--- config.mk ---
export PLATFORM = sky130hd
export DESIGN_NAME = ilp_irq_log
export DESIGN_NICKNAME = d
export VERILOG_FILES = /design/src/rtl/ilp_pkg.sv /design/src/rtl/ilp_log_ptr.sv /design/src/rtl/ilp_irq_log.sv
export SDC_FILE = /design/constraint.sdc
export NUM_CORES = 1
export LEC_CHECK = 0
export BUFFER_PORTS_ARGS = -buffer_cell sky130_fd_sc_hd__buf_4
export CELL_PAD_IN_SITES_DETAIL_PLACEMENT = 0
export CELL_PAD_IN_SITES_GLOBAL_PLACEMENT = 1
export CORE_ASPECT_RATIO = 0.9
export CORE_MARGIN = 10
export CORE_UTILIZATION = 30
export DETAILED_ROUTE_END_ITERATION = 10
export PLACE_DENSITY = 0.74
export SLEW_MARGIN = 20
export SYNTH_ARGS = -nofsm -noshare
export SYNTH_HDL_FRONTEND = slang
export SYNTH_SLANG_ARGS = --single-unit
export TNS_END_PERCENT = 20
--- constraint.sdc ---
create_clock -name core_clk_i -period 3.1 [get_ports core_clk_i]
set_clock_uncertainty 0.2 [all_clocks]
set_input_delay 0.62 -clock core_clk_i [delete_from_list [all_inputs] [get_ports core_clk_i]]
set_output_delay 0.62 -clock core_clk_i [all_outputs]
set_load 0.1 [all_outputs]
--- src/rtl/ilp_pkg.sv ---
// constants for the interrupt log and pending-flag block
// assumes a 16-bit word-addressed host register port and a 100 MHz core clock
package ilp_pkg;
    // register word offsets
    localparam logic [15:0] ILP_HW_PEND_OFS = 16'h0006;
    localparam logic [15:0] ILP_RT_PEND_OFS = 16'h0009;
    localparam logic [15:0] ILP_CNTPTR_OFS = 16'h000A;
    localparam logic [15:0] ILP_HW_EN_OFS = 16'h000F;
    localparam logic [15:0] ILP_HW_OE_OFS = 16'h0013;
    // field positions and widths
    localparam int ILP_TERMINAL_FLAGS_NONZERO_BIT = 2;
    localparam int ILP_CNT_LSB = 9;
    localparam logic [6:0] ILP_CNT_MAX = 7'h7F;
    localparam logic [2:0] ILP_PTR_HI = 3'h6;
    localparam logic [15:0] ILP_HW_EV_MASK = 16'hFFF8;
    // reset values
    localparam logic [15:0] ILP_CNTPTR_RST = 16'h0180;
    localparam logic [15:0] ILP_HW_EN_RST = 16'hE008;
    localparam logic [15:0] ILP_HW_OE_RST = 16'h0000;
    localparam logic [15:0] ILP_LOG_BASE = 16'h0180;
    localparam logic [15:0] ILP_IAW_ZERO = 16'h0000;
    // saturating increment shared by the counter
    function automatic logic [6:0] ilp_sat_inc(input logic [6:0] v);
        return (v == ILP_CNT_MAX) ? v : v + 7'h01;
    endfunction
endpackage

--- src/rtl/ilp_log_ptr.sv ---
// count and log pointer keeper for the interrupt log buffer
// assumes one log event pulse per accepted interrupt group
`timescale 1ns/1ps
`default_nettype none
module ilp_log_ptr
    import ilp_pkg::*;
(
    // clock and master reset
    input wire logic core_clk_i,
    input wire logic rst_i,
    // events
    input wire logic log_i,
    input wire logic rd_clr_i,
    // state
    output logic [15:0] cntptr_o
);
    logic [6:0] cnt_r;
    logic [5:0] slot_r;
    logic [6:0] cnt_nxt;

    // read clears count; an event in the same cycle still counts
    assign cnt_nxt = log_i ? (rd_clr_i ? 7'h01 : ilp_sat_inc(cnt_r))
                           : (rd_clr_i ? 7'h00 : cnt_r);

    // only master reset touches these, never the terminal soft reset
    always_ff @(posedge core_clk_i) begin
        if (rst_i) begin
            cnt_r <= 7'h00;
            slot_r <= 6'h00;
        end else begin
            cnt_r <= cnt_nxt;
            if (log_i) begin
                slot_r <= slot_r + 6'h01; // low five bits wrap after 32nd pair; slot_r itself after 64th
            end
        end
    end

    // pointer even, bits 8:6 fixed
    assign cntptr_o = {cnt_r, ILP_PTR_HI, slot_r[4:0], 1'b0};

    a_count_saturates: assert property (@(posedge core_clk_i) disable iff (rst_i)
        (cnt_r == ILP_CNT_MAX && log_i && !rd_clr_i) |=> cnt_r == ILP_CNT_MAX)
        else $error("count left saturation");
    a_ptr_advances: assert property (@(posedge core_clk_i) disable iff (rst_i)
        log_i |=> cntptr_o[5:1] == $past(cntptr_o[5:1]) + 5'h01)
        else $error("pointer did not advance by one pair");
    a_ptr_holds_read: assert property (@(posedge core_clk_i) disable iff (rst_i)
        (rd_clr_i && !log_i) |=> cntptr_o[8:0] == $past(cntptr_o[8:0]) && cntptr_o[15:9] == 7'h00)
        else $error("read changed pointer or kept count");
endmodule
`default_nettype wire

--- src/rtl/ilp_irq_log.sv ---
// interrupt pending flags, enables, output gating and log writer
// assumes host register strobes and event pulses are synchronous to core_clk_i
//
// Behaviour
// - disabled events leave no trace at all
// - enabling later ignores earlier events
// - enabled hardware event logs and sets pending
// - reading hardware pending clears it
// - output-enabled pending events assert the interrupt
// - one interrupt line ORs both groups
// - bit 2 shows terminal flags nonzero
// - reading terminal pending clears it
// - count logged interrupts, saturating at 127
// - reading count register clears only count
// - count register read-only, resets to 0x0180
// - terminal soft reset leaves count register
// - pointer even, bits 8:6 fixed 110
// - pointer gives next pair address
// - pointer wraps after 32nd entry
// - four hardware enables set after reset
// - concurrent interrupts give one log update
// - hardware address word zero unless parity
`timescale 1ns/1ps
`default_nettype none
module ilp_irq_log
    import ilp_pkg::*;
(
    // clock and master reset
    input wire logic core_clk_i,
    input wire logic rst_i,
    // host register port
    input wire logic [15:0] reg_addr_i,
    input wire logic reg_rd_i,
    input wire logic reg_wr_i,
    input wire logic [15:0] reg_wdata_i,
    output logic [15:0] reg_rdata_o,
    // terminal group, kept by the terminal logic
    input wire logic terminal_soft_reset_i,
    input wire logic [15:0] rt_event_i,
    input wire logic [15:0] rt_enable_i,
    input wire logic [15:0] rt_out_enable_i,
    input wire logic [15:0] rt_desc_addr_i,
    // hardware events
    input wire logic [15:0] hw_event_i,
    input wire logic ram_parity_fail_i,
    input wire logic [15:0] ram_parity_addr_i,
    // log buffer write port
    output logic log_we_o,
    output logic [15:0] log_addr_o,
    output logic [15:0] log_data_o,
    // host interrupt, active low
    output logic irq_n_o
);
    logic [15:0] hw_pend_r;
    logic [15:0] rt_pend_r;
    logic [15:0] hw_en_r;
    logic [15:0] hw_oe_r;
    logic [15:0] iaw_r;
    logic [15:0] cntptr;
    logic [15:0] rd_data_r;
    logic log_we_r;
    logic log_phase_r;
    logic [15:0] log_addr_r;
    logic [15:0] log_data_r;
    logic irq_n_r;

    // hazard: the parity bit must be an enabled hardware event too
    logic [15:0] hw_ev_all;
    logic [15:0] hw_hit;
    logic [15:0] rt_hit;
    logic [15:0] log_identification_word;
    logic rd_hw;
    logic rd_rt;
    logic rd_cnt;
    logic wr_en;
    logic wr_oe;
    logic log_ev;
    logic [15:0] hw_pend_nxt;
    logic [15:0] rt_pend_nxt;
    logic irq_nxt;
    logic [15:0] rd_mux;
    logic [15:0] hw_oe_nxt;

    // register decode
    assign rd_hw = reg_rd_i && (reg_addr_i == ILP_HW_PEND_OFS);
    assign rd_rt = reg_rd_i && (reg_addr_i == ILP_RT_PEND_OFS);
    assign rd_cnt = reg_rd_i && (reg_addr_i == ILP_CNTPTR_OFS);
    assign wr_en = reg_wr_i && (reg_addr_i == ILP_HW_EN_OFS);
    assign wr_oe = reg_wr_i && (reg_addr_i == ILP_HW_OE_OFS);

    // events gated by the current enables only; no memory of masked ones
    assign hw_ev_all = hw_event_i & ILP_HW_EV_MASK;
    assign hw_hit = hw_ev_all & hw_en_r;
    assign rt_hit = rt_event_i & rt_enable_i & ILP_HW_EV_MASK;

    // one log entry per cycle covering all concurrent hits
    assign log_ev = |hw_hit || |rt_hit;
    assign log_identification_word = hw_hit | rt_hit | {13'h0000, |rt_hit, 2'b00};

    // set wins over the read clear
    assign hw_pend_nxt = (rd_hw ? 16'h0000 : hw_pend_r) | hw_hit;
    assign rt_pend_nxt = (rd_rt ? 16'h0000 : rt_pend_r) | rt_hit;

    // output enable as it stands after this edge, so a write and the line agree
    assign hw_oe_nxt = wr_oe ? (reg_wdata_i & ILP_HW_EV_MASK) : hw_oe_r;

    // one line shared by both groups
    assign irq_nxt = |(hw_pend_nxt & hw_oe_nxt) || |(rt_pend_nxt & rt_out_enable_i);

    // read mux; bit 2 is live terminal status
    assign rd_mux = rd_hw ? {hw_pend_r[15:3], |rt_pend_r, 2'b00} :
                    rd_rt ? rt_pend_r :
                    rd_cnt ? cntptr :
                    (reg_addr_i == ILP_HW_EN_OFS) ? hw_en_r :
                    (reg_addr_i == ILP_HW_OE_OFS) ? hw_oe_r : 16'h0000;

    ilp_log_ptr u_ptr (
        .core_clk_i(core_clk_i),
        .rst_i(rst_i),
        .log_i(log_ev),
        .rd_clr_i(rd_cnt),
        .cntptr_o(cntptr)
    );

    // enables and output enables; master reset only
    always_ff @(posedge core_clk_i) begin
        if (rst_i) begin
            hw_en_r <= ILP_HW_EN_RST;
            hw_oe_r <= ILP_HW_OE_RST;
        end else begin
            if (wr_en) begin
                hw_en_r <= reg_wdata_i & ILP_HW_EV_MASK;
            end
            if (wr_oe) begin
                hw_oe_r <= reg_wdata_i & ILP_HW_EV_MASK;
            end
        end
    end

    // pending flags; terminal soft reset clears terminal flags only
    always_ff @(posedge core_clk_i) begin
        if (rst_i) begin
            hw_pend_r <= 16'h0000;
            rt_pend_r <= 16'h0000;
        end else begin
            hw_pend_r <= hw_pend_nxt;
            rt_pend_r <= terminal_soft_reset_i ? rt_hit : rt_pend_nxt;
        end
    end

    // read data and interrupt line registered
    always_ff @(posedge core_clk_i) begin
        if (rst_i) begin
            rd_data_r <= 16'h0000;
            irq_n_r <= 1'b1;
        end else begin
            if (reg_rd_i) begin
                rd_data_r <= rd_mux;
            end
            irq_n_r <= ~irq_nxt;
        end
    end

    // two-word log write: identification word, then address word
    always_ff @(posedge core_clk_i) begin
        if (rst_i) begin
            log_we_r <= 1'b0;
            log_phase_r <= 1'b0;
            log_addr_r <= ILP_LOG_BASE;
            log_data_r <= 16'h0000;
            iaw_r <= ILP_IAW_ZERO;
        end else if (log_ev) begin
            log_we_r <= 1'b1;
            log_phase_r <= 1'b1;
            log_addr_r <= {7'h00, cntptr[8:0]};
            log_data_r <= log_identification_word;
            iaw_r <= |rt_hit ? rt_desc_addr_i :
                     (hw_hit[15:3] == 13'h0000) ? ILP_IAW_ZERO :
                     (ram_parity_fail_i ? ram_parity_addr_i : ILP_IAW_ZERO);
        end else if (log_phase_r) begin
            log_we_r <= 1'b1;
            log_phase_r <= 1'b0;
            log_addr_r <= log_addr_r + 16'h0001;
            log_data_r <= iaw_r;
        end else begin
            log_we_r <= 1'b0;
        end
    end

    assign reg_rdata_o = rd_data_r;
    assign log_we_o = log_we_r;
    assign log_addr_o = log_addr_r;
    assign log_data_o = log_data_r;
    assign irq_n_o = irq_n_r;

    a_masked_no_pend: assert property (@(posedge core_clk_i) disable iff (rst_i)
        (hw_pend_r == 16'h0000 && hw_hit == 16'h0000 && rt_hit == 16'h0000)
        |=> hw_pend_r == 16'h0000 && !(log_we_o && !log_addr_o[0]))
        else $error("masked event left a trace");
    a_hw_event_pend: assert property (@(posedge core_clk_i) disable iff (rst_i)
        |hw_hit |=> (hw_pend_r & $past(hw_hit)) == $past(hw_hit) && log_we_o)
        else $error("enabled event not latched or logged");
    a_hw_read_clr: assert property (@(posedge core_clk_i) disable iff (rst_i)
        (rd_hw && hw_hit == 16'h0000) |=> hw_pend_r == 16'h0000)
        else $error("hardware pending not cleared by read");
    a_rt_read_clr: assert property (@(posedge core_clk_i) disable iff (rst_i)
        (rd_rt && rt_hit == 16'h0000 && !terminal_soft_reset_i) |=> rt_pend_r == 16'h0000)
        else $error("terminal pending not cleared by read");
    a_terminal_flags_nonzero_read: assert property (@(posedge core_clk_i) disable iff (rst_i)
        rd_hw |=> reg_rdata_o[ILP_TERMINAL_FLAGS_NONZERO_BIT] == ($past(rt_pend_r) != 16'h0000))
        else $error("bit 2 wrong");
    a_irq_follows: assert property (@(posedge core_clk_i) disable iff (rst_i)
        (|(hw_pend_r & hw_oe_r)) |-> !irq_n_o || $past(rst_i))
        else $error("interrupt not driven for enabled pending");
    a_log_pair: assert property (@(posedge core_clk_i) disable iff (rst_i)
        (log_ev && !log_phase_r) |=> log_we_o ##1 (log_we_o && log_addr_o[0]))
        else $error("log pair not written");
    a_hw_iaw_zero: assert property (@(posedge core_clk_i) disable iff (rst_i)
        (log_ev && rt_hit == 16'h0000 && !ram_parity_fail_i) ##1 !log_ev |=>
        log_data_o == ILP_IAW_ZERO)
        else $error("hardware address word not zero");

    // guards on the interrupt line, reset values, pointer and log words

    // an output-enabled hardware hit pulls the line next cycle
    a_irq_hw_group: assert property (@(posedge core_clk_i) disable iff (rst_i)
        |(hw_hit & hw_oe_nxt) |=> !irq_n_o)
        else $error("hardware hit did not assert interrupt");

    // an output-enabled terminal hit pulls the same line
    a_irq_rt_group: assert property (@(posedge core_clk_i) disable iff (rst_i)
        |(rt_hit & rt_out_enable_i) |=> !irq_n_o)
        else $error("terminal hit did not assert interrupt");

    // line is low while any enabled condition is pending
    a_irq_low_level: assert property (@(posedge core_clk_i) disable iff (rst_i)
        irq_nxt |=> !irq_n_o)
        else $error("interrupt not low while pending");

    // line returns high once nothing enabled is pending
    a_irq_released: assert property (@(posedge core_clk_i) disable iff (rst_i)
        !irq_nxt |=> irq_n_o)
        else $error("interrupt stayed low after clear");

    // polled-only hits latch but leave the line alone
    a_polled_no_irq: assert property (@(posedge core_clk_i) disable iff (rst_i)
        (|hw_hit && (hw_pend_nxt & hw_oe_nxt) == 16'h0000
         && (rt_pend_nxt & rt_out_enable_i) == 16'h0000) |=> irq_n_o)
        else $error("polled event asserted interrupt");

    // four hardware enables preset out of master reset
    a_enable_reset: assert property (@(posedge core_clk_i) disable iff (rst_i)
        $fell(rst_i) |-> hw_en_r == ILP_HW_EN_RST)
        else $error("enable reset value wrong");

    // count register starts at buffer base with zero count
    a_cntptr_reset: assert property (@(posedge core_clk_i) disable iff (rst_i)
        $fell(rst_i) |-> cntptr == ILP_CNTPTR_RST)
        else $error("count register reset value wrong");

    // line idle high out of reset
    a_irq_reset_high: assert property (@(posedge core_clk_i) disable iff (rst_i)
        $fell(rst_i) |-> irq_n_o)
        else $error("interrupt low after reset");

    // terminal soft reset leaves count and pointer alone
    a_soft_rst_keeps: assert property (@(posedge core_clk_i) disable iff (rst_i)
        (terminal_soft_reset_i && !log_ev && !rd_cnt) |=> cntptr == $past(cntptr))
        else $error("soft reset changed count register");

    // pointer always even inside the fixed window
    a_ptr_fixed_bits: assert property (@(posedge core_clk_i) disable iff (rst_i)
        cntptr[8:6] == ILP_PTR_HI && !cntptr[0])
        else $error("pointer outside buffer window");

    // first word of an entry lands where the pointer said
    a_log_at_ptr: assert property (@(posedge core_clk_i) disable iff (rst_i)
        (log_ev && !log_phase_r) |=> log_addr_o == {7'h00, $past(cntptr[8:0])})
        else $error("entry not written at pointer");

    // every log write stays inside the circular buffer
    a_log_in_buffer: assert property (@(posedge core_clk_i) disable iff (rst_i)
        log_we_o |-> log_addr_o[15:6] == ILP_LOG_BASE[15:6])
        else $error("log write outside buffer");

    // count steps by one per entry below saturation
    a_count_incr: assert property (@(posedge core_clk_i) disable iff (rst_i)
        (log_ev && !rd_cnt && cntptr[15:9] != ILP_CNT_MAX)
        |=> cntptr[15:9] == $past(cntptr[15:9]) + 7'h01)
        else $error("count did not step");

    // read clear and entry in one cycle leave a count of one
    a_count_read_event: assert property (@(posedge core_clk_i) disable iff (rst_i)
        (rd_cnt && log_ev) |=> cntptr[15:9] == 7'h01)
        else $error("count lost entry during read");

    // terminal entries flag bit 2 in the identification word
    a_rt_log_terminal_flags_nonzero: assert property (@(posedge core_clk_i) disable iff (rst_i)
        |rt_hit |=> log_we_o && log_data_o[ILP_TERMINAL_FLAGS_NONZERO_BIT])
        else $error("terminal entry missing bit 2");

    // identification word carries every concurrent hit
    a_iiw_hits: assert property (@(posedge core_clk_i) disable iff (rst_i)
        log_ev |=> log_data_o[15:3] == ($past(hw_hit[15:3]) | $past(rt_hit[15:3])))
        else $error("identification word missing hits");

    // hardware pending never holds the low three bits
    a_hw_pend_bits: assert property (@(posedge core_clk_i) disable iff (rst_i)
        hw_pend_r[2:0] == 3'b000)
        else $error("hardware pending low bits set");

    // masked terminal events set nothing
    a_rt_masked: assert property (@(posedge core_clk_i) disable iff (rst_i)
        (rt_pend_r == 16'h0000 && rt_hit == 16'h0000) |=> rt_pend_r == 16'h0000)
        else $error("masked terminal event latched");
endmodule
`default_nettype wire

# Yosys cells after proc, flatten, opt, wreduce, memory -nomap -nowiden
# Index checks and enable logic that the tools add are counted.
# W data, S select, Z words.
[classes]
n_addsub = 3
eq_ne = 7
muxes = 23
n_bitwise = 9
n_reduce_logical = 18
[ops]
columns = ["cell", "n"]
rows = [
  ["$mux W16", 14],
  ["$and A16 B16 Y16", 4],
  ["$reduce_or A16 Y1", 4],
  ["$eq A16 B4 Y1 const B", 3],
  ["$or A16 B16 Y16", 3],
  ["$mux W7", 4],
  ["$add A16 B1 Y16 const B", 1],
  ["$eq A16 B3 Y1 const B", 1],
  ["$eq A16 B5 Y1 const B", 1],
  ["$or A16 B3 Y16", 1],
  ["$logic_not A13 Y1", 1],
  ["$reduce_or A13 Y1", 1],
  ["$mux W6", 2],
  ["$add A7 B1 Y7 const B", 1],
  ["$eq A7 B7 Y1 const B", 1],
  ["$add A6 B1 Y6 const B", 1],
  ["$logic_and A1 B1 Y1", 5],
  ["$reduce_bool A2 Y1", 2],
  ["$reduce_or A2 Y1", 2],
  ["$mux W1", 3],
  ["$logic_or A1 B1 Y1", 2],
  ["$ne A2 B2 Y1 const B", 1],
  ["$reduce_and A2 Y1", 1],
  ["$not A1 Y1", 1],
]
[totals]
ff_bits = 141
inputBits = 134
out_inout_bits = 50
elab_cells = 75

# Logic depth before layout (Yosys ltp)
[depth]
word_depth = 8
mapped_depth = 9
ltp_nobuf = 7

# Cells and area by module
# From an unflattened synthesis, not the netlist that was laid out.
[unflattened]
hier_cells = 704
area_unflattened_um2 = 6242.2
[by_module_without_submodules]
columns = ["mod", "instances", "cells_per_inst", "area_each_um2", "seq_area_each_um2"]
rows = [
  ["ilp_irq_log", 1, 637, 5630.4, 2562.5],
  ["ilp_log_ptr", 1, 67, 611.8, 240.2],
]

# Least setup slack after synthesis
# Ideal clock, no wire load.
[synth_timing]
kind = "input to register"
start = "in reg_addr_i[6]"
end = "reg irq_n_r, in the netlist irq_n_o"
setup_time_ns = 0.087
t_arrival_ns = 2.744
t_required_ns = 2.813
slack_ns = 0.069
path_stages = 8
path_buffers = 1
path_cell_list = "and4bb_2 -> nand4_1 -> nor2_1 -> buf_2 -> mux2_2 -> a2111oi_0 -> nand4_1 -> o31ai_1"
[synth_between]
elab_chain_cells = 8
word_cells_on_any_way = 17
cone_classes = "eq/ne: 3; mux: 3; bitwise: 5; reduce/logical: 6"
[synth_lines]
columns = ["element", "line_no", "rtl"]
rows = [
  ["from (decl)", "ilp_irq_log.sv:32", "input wire logic [15:0] reg_addr_i,"],
  ["$eq A16 B3 Y1 or $eq A16 B4 Y1 (tied branches)", "ilp_irq_log.sv:85, ilp_irq_log.sv:86", ""],
  ["$logic_and A1 B1 Y1, on equally long branches", "ilp_irq_log.sv:85, ilp_irq_log.sv:86", ""],
  ["$mux W16, on equally long branches", "ilp_irq_log.sv:101, ilp_irq_log.sv:102", ""],
  ["$or A16 B16 Y16, on equally long branches", "ilp_irq_log.sv:101, ilp_irq_log.sv:102", ""],
  ["$and A16 B16 Y16", "ilp_irq_log.sv:108", "assign irq_nxt = |(hw_pend_nxt & hw_oe_nxt) || |(rt_pend_nxt & rt_out_enable_i);"],
  ["$reduce_or A16 Y1", "ilp_irq_log.sv:108", ""],
  ["$logic_or A1 B1 Y1 (*)", "ilp_irq_log.sv:108", ""],
  ["$not A1 Y1 (*)", "ilp_irq_log.sv:160", "irq_n_r <= ~irq_nxt;"],
  ["to (signal assigned)", "ilp_irq_log.sv:160", ""],
  ["to (decl)", "ilp_irq_log.sv:65", "logic irq_n_r;"],
]
# Every way passes the cells marked *; elsewhere a longest branch is shown, timed or not.
# A chain may end at the register's enable or synchronous reset.

# Worst setup path after layout
[layout_timing]
start = "in reg_addr_i[11]"
end = "reg irq_n_r, in the netlist irq_n_o"
# The elaborated chain is that of the path after synthesis.

==> results.cfg <==
[power_and_ir_drop]
fin_total_pwr_uw = 4860
power.density_cell_area_nw_per_um2 = 566
irDropWorstVdd_mv = 0.340
power.leakage_uw = 0.00350

[floorplanning]
io-pin-count = 184
floorplan.die_area_um2 = 26400
coreArea_um2 = 20000
fp.dieW_um = 170
die-height_um = 155
floorplan.rows = 49
starting_density_of_the_core_pct = 30.4

[timing]
finalHoldViolCount = 0
slew_worst_pin_ns = 0.845
setup_total_negative_slack_ns = 0
fin_hold_ws_ns = 0.242
number_of_endpoints_failing_setup_at_the_final_stage = 0
highest_achievable_clock_rate_mhz = 368
timing.final.crit_period_ns = 2.72
final_max_slew_viol_count = 0
post-route-period-util_pct = 87.6
rsz0062_at_grt = no
slew_headroom_pct = 43.7

[critical_path]
endpoint_kind = register
worst_setup_path_start_kind = input port
critical_path.startpoint = reg_addr_i[11]
worst_ep_arrival_time_ns = 2.86
cp_cell_sequence = buf_4 > nor4_1 > nand3_1 > or2_1 > buf_12 > a22oi_1 > o22ai_1 > or4_1 > o31ai_1
worst-setup-path-type = input port to register
worst_r2r_path_depth = 7
critical_path.reg2reg.startpoint = hw_en_r[5]$_SDFFE_PP0P_
worstPathRequired_ns = 3.24
critPathMaxStageDelay_ns = 0.60
timing.critical_path.buf_inv = 2
reg2reg_slack_ns = 0.63
worst_path_max_delay_cell = sky130_fd_sc_hd__or4_1
crit_path_max_fanout = 16
critical_path.top_delay_family = simple AND/OR/NAND/NOR gates
crit-reg2reg-capture = log_addr_o[7]$_SDFFE_PP1P_

[yosys]
syn_area_per_cell_um2 = 8.85
mappedNetlistNets = 824
synth_seq_area_share_pct = 46.1
yosys.cell_count.top_type = sky130_fd_sc_hd__dfxtp_1
synthDominantCellAreaShare_pct = 46.1
number_of_synthesized_flops_with_an_enable_pin = 0
ys_dominant_reg_cell = sky130_fd_sc_hd__dfxtp_1
synth_top_cells_by_count = 140 x sky130_fd_sc_hd__dfxtp_1, 117 x sky130_fd_sc_hd__nor2_1, 65 x sky130_fd_sc_hd__nand2_1, 43 x sky130_fd_sc_hd__a21oi_1, 42 x sky130_fd_sc_hd__a222oi_1
yosys_warnings = 0
asyncSetResetFlopFracSynth_pct = 0
synthTopCellsByArea = sky130_fd_sc_hd__dfxtp_1 46%, sky130_fd_sc_hd__nor2_1 7.2%, sky130_fd_sc_hd__a222oi_1 6.9%
syn_inst = 687
yosys_register_bits = 140
post-synth-top-area-cell = sky130_fd_sc_hd__dfxtp_1
yosysUniqueCellTypes = 51
synth.cell_area_um2 = 6080

[run_status]
status = complete, no violations

[clock_tree]
num_cts_buffers = 17
clock_tree.buffer_depth = 2
cts_tree = built
ctsRootBufferMaster = sky130_fd_sc_hd__clkbuf_16
cts_num_sinks = 140
post-cts-setup-buffer-count = 0
insertion_delay_ns = 0.43
holdBufCountCts = 0
clkTransAtPathRegs_ns = 0.06
post_cts_resize_count = 0
htree_levels = 4

[global_routing]
grt_pass1_wl_um = 35900
antenna_violations_before_repair = 0
globalRouteOverflowTotal = 0
grt_start_max_net_pins = 77
number_of_global_route_vias_before_repair = 5996
track_usage_pct = 17.8

[layout]
n_fill_cell = 2025
synthToLayoutAreaGrowth_pct = 41.1
final_area_um2 = 8580
drive_above_1_share_pct = 30.3
num-nets-final = 1014
layout.cells.non_filler = 1145
num_antenna_cells = 0

[detailed_routing]
num_vias = 6260
avgViaCountPerCell = 5.47
remaining_drc_errors = 0
route.antenna.remaining_nets = 0
first_iter_violations = 844
detail_route.wirelength_um = 24100
avgRoutedWirePerCell_um = 21.1
drt_pass1_iterations = 8

[min_path]
hold_start = reg_wdata_i[13]
worstHoldPathType = input port to register
worstHoldPathCells = 3
min_delay_worst_endpoint = hw_en_r[13]$_SDFFE_PP1P_

[placed_design]
gpl.final_weighted_congestion = 0.862
place.detailed.hpwl_um = 18000
placed_cell_area_um2 = 7890
place.port_buffers = 171
placedCellCount = 1113

[job]
max_cap_viol_count = 0
[state kept, by name (all words and copies together), names as in the netlist, 5 cells and up]
signal        flops
hw_oe_r          16
hw_pend_r        16
iaw_r            16
log_addr_o       16
log_data_o       16
reg_rdata_o      16
rt_pend_r        16
hw_en_r          13
u_ptr.cnt_r       7
u_ptr.slot_r      5
[worst max-delay path by stage]
stage / end / slack (ns) / cells after the start
2_1_floorplan: irq_n_o$_SDFF_PP1_ / 0.07 / 8
5_1_grt: irq_n_o$_SDFF_PP1_ / 0.21 / 10
4_1_cts: irq_n_o$_SDFF_PP1_ / 0.40 / 9
3_5_place_dp: irq_n_o$_SDFF_PP1_ / -0.04 / 9
6_report: irq_n_o$_SDFF_PP1_ / 0.38 / 9
3_3_place_gp: irq_n_o$_SDFF_PP1_ / -0.03 / 9
[power by group]
group	total (uW)	leakage (uW)	switching (uW)	internal [uW]
Combinational	570	0.00202	348	222
Clock	2380	0.000339	792	1590
Sequential	1900	0.00114	46.2	1860
[tightest hold or removal path, delay by kind of cell]
family        cells  cell delay [ns]
simple gates      2             0.13
buf+inv           1             0.09
[per-stage QoR]
| stage | utilization [%] | setup WS [ns] |
|---|---|---|
| after floorplan | - | 0.0687 |
| after global placement | 39.5 | -0.0321 |
| after detailed placement | 39.5 | -0.0383 |
| after CTS | 42.9 | 0.404 |
| after global routing | 42.9 | 0.207 |
| final | 42.9 | 0.383 |
[routing by layer]
metal / global-route usage, % / share of wire, % / wire [um]
met3: 4.60 / 8.9 / 2150
met1: 22.9 / 42 / 10100
met4: 6.26 / 2.3 / 566
met2: 28.2 / 47 / 11300
met5: 0 / 0 / 0
[cell families (layout without fill, tap and decap cells)]
family                   Yosys count  after routing  share of synthesized area [%]
AO/OA/AOI/OAI                    173            173                           20.9
XOR/XNOR                          21             21                           3.02
adder cells (fa/ha/maj)            3              3                          0.617
buffers and inverters             47            250                           3.21
flip-flops                       140            140                           46.1
multiplexers                      31             31                           5.43
AND/OR/NAND/NOR                  272            272                           20.8
[area by class of cell]
type                       count  area [um2]  area share [%]
multi-input combinational    500        3090            35.9
clock inverter                11         211            2.46
timing repair buffer         214        1670            19.4
inverter                       4        15.0           0.175
sequential                   140        2800            32.7
clock buffer                  21         480            5.60
tap                          255         319            3.72
[placed cells by master (no fill, tap or decap), drive strengths merged, types with 2 or more instances in the layout]
cell / netlist / routed
and2: 4 / 4
bufinv: 0 / 6
mux2: 16 / 16
mux2i: 15 / 15
o22ai: 4 / 4
a22o: 3 / 3
buf: 7 / 214
or3: 3 / 3
nand4b: 4 / 4
nor2: 117 / 117
nor3: 11 / 11
nand2: 65 / 65
a221oi: 4 / 4
nand4: 17 / 17
a31oi: 3 / 3
nor3b: 7 / 7
clkbuf: 36 / 21
a21boi: 10 / 10
nand3: 19 / 19
a22oi: 22 / 22
and3: 10 / 10
o21ai: 16 / 16
a2111oi: 3 / 3
inv: 4 / 4
ha: 3 / 3
or2: 4 / 4
a21oi: 43 / 43
a311oi: 2 / 2
a222oi: 42 / 42
nor4: 6 / 6
a211oi: 16 / 16
dfxtp: 140 / 140
xor2: 20 / 20
clkinv: 0 / 4
No activity file was read; power rests on OpenSTA's default activity.
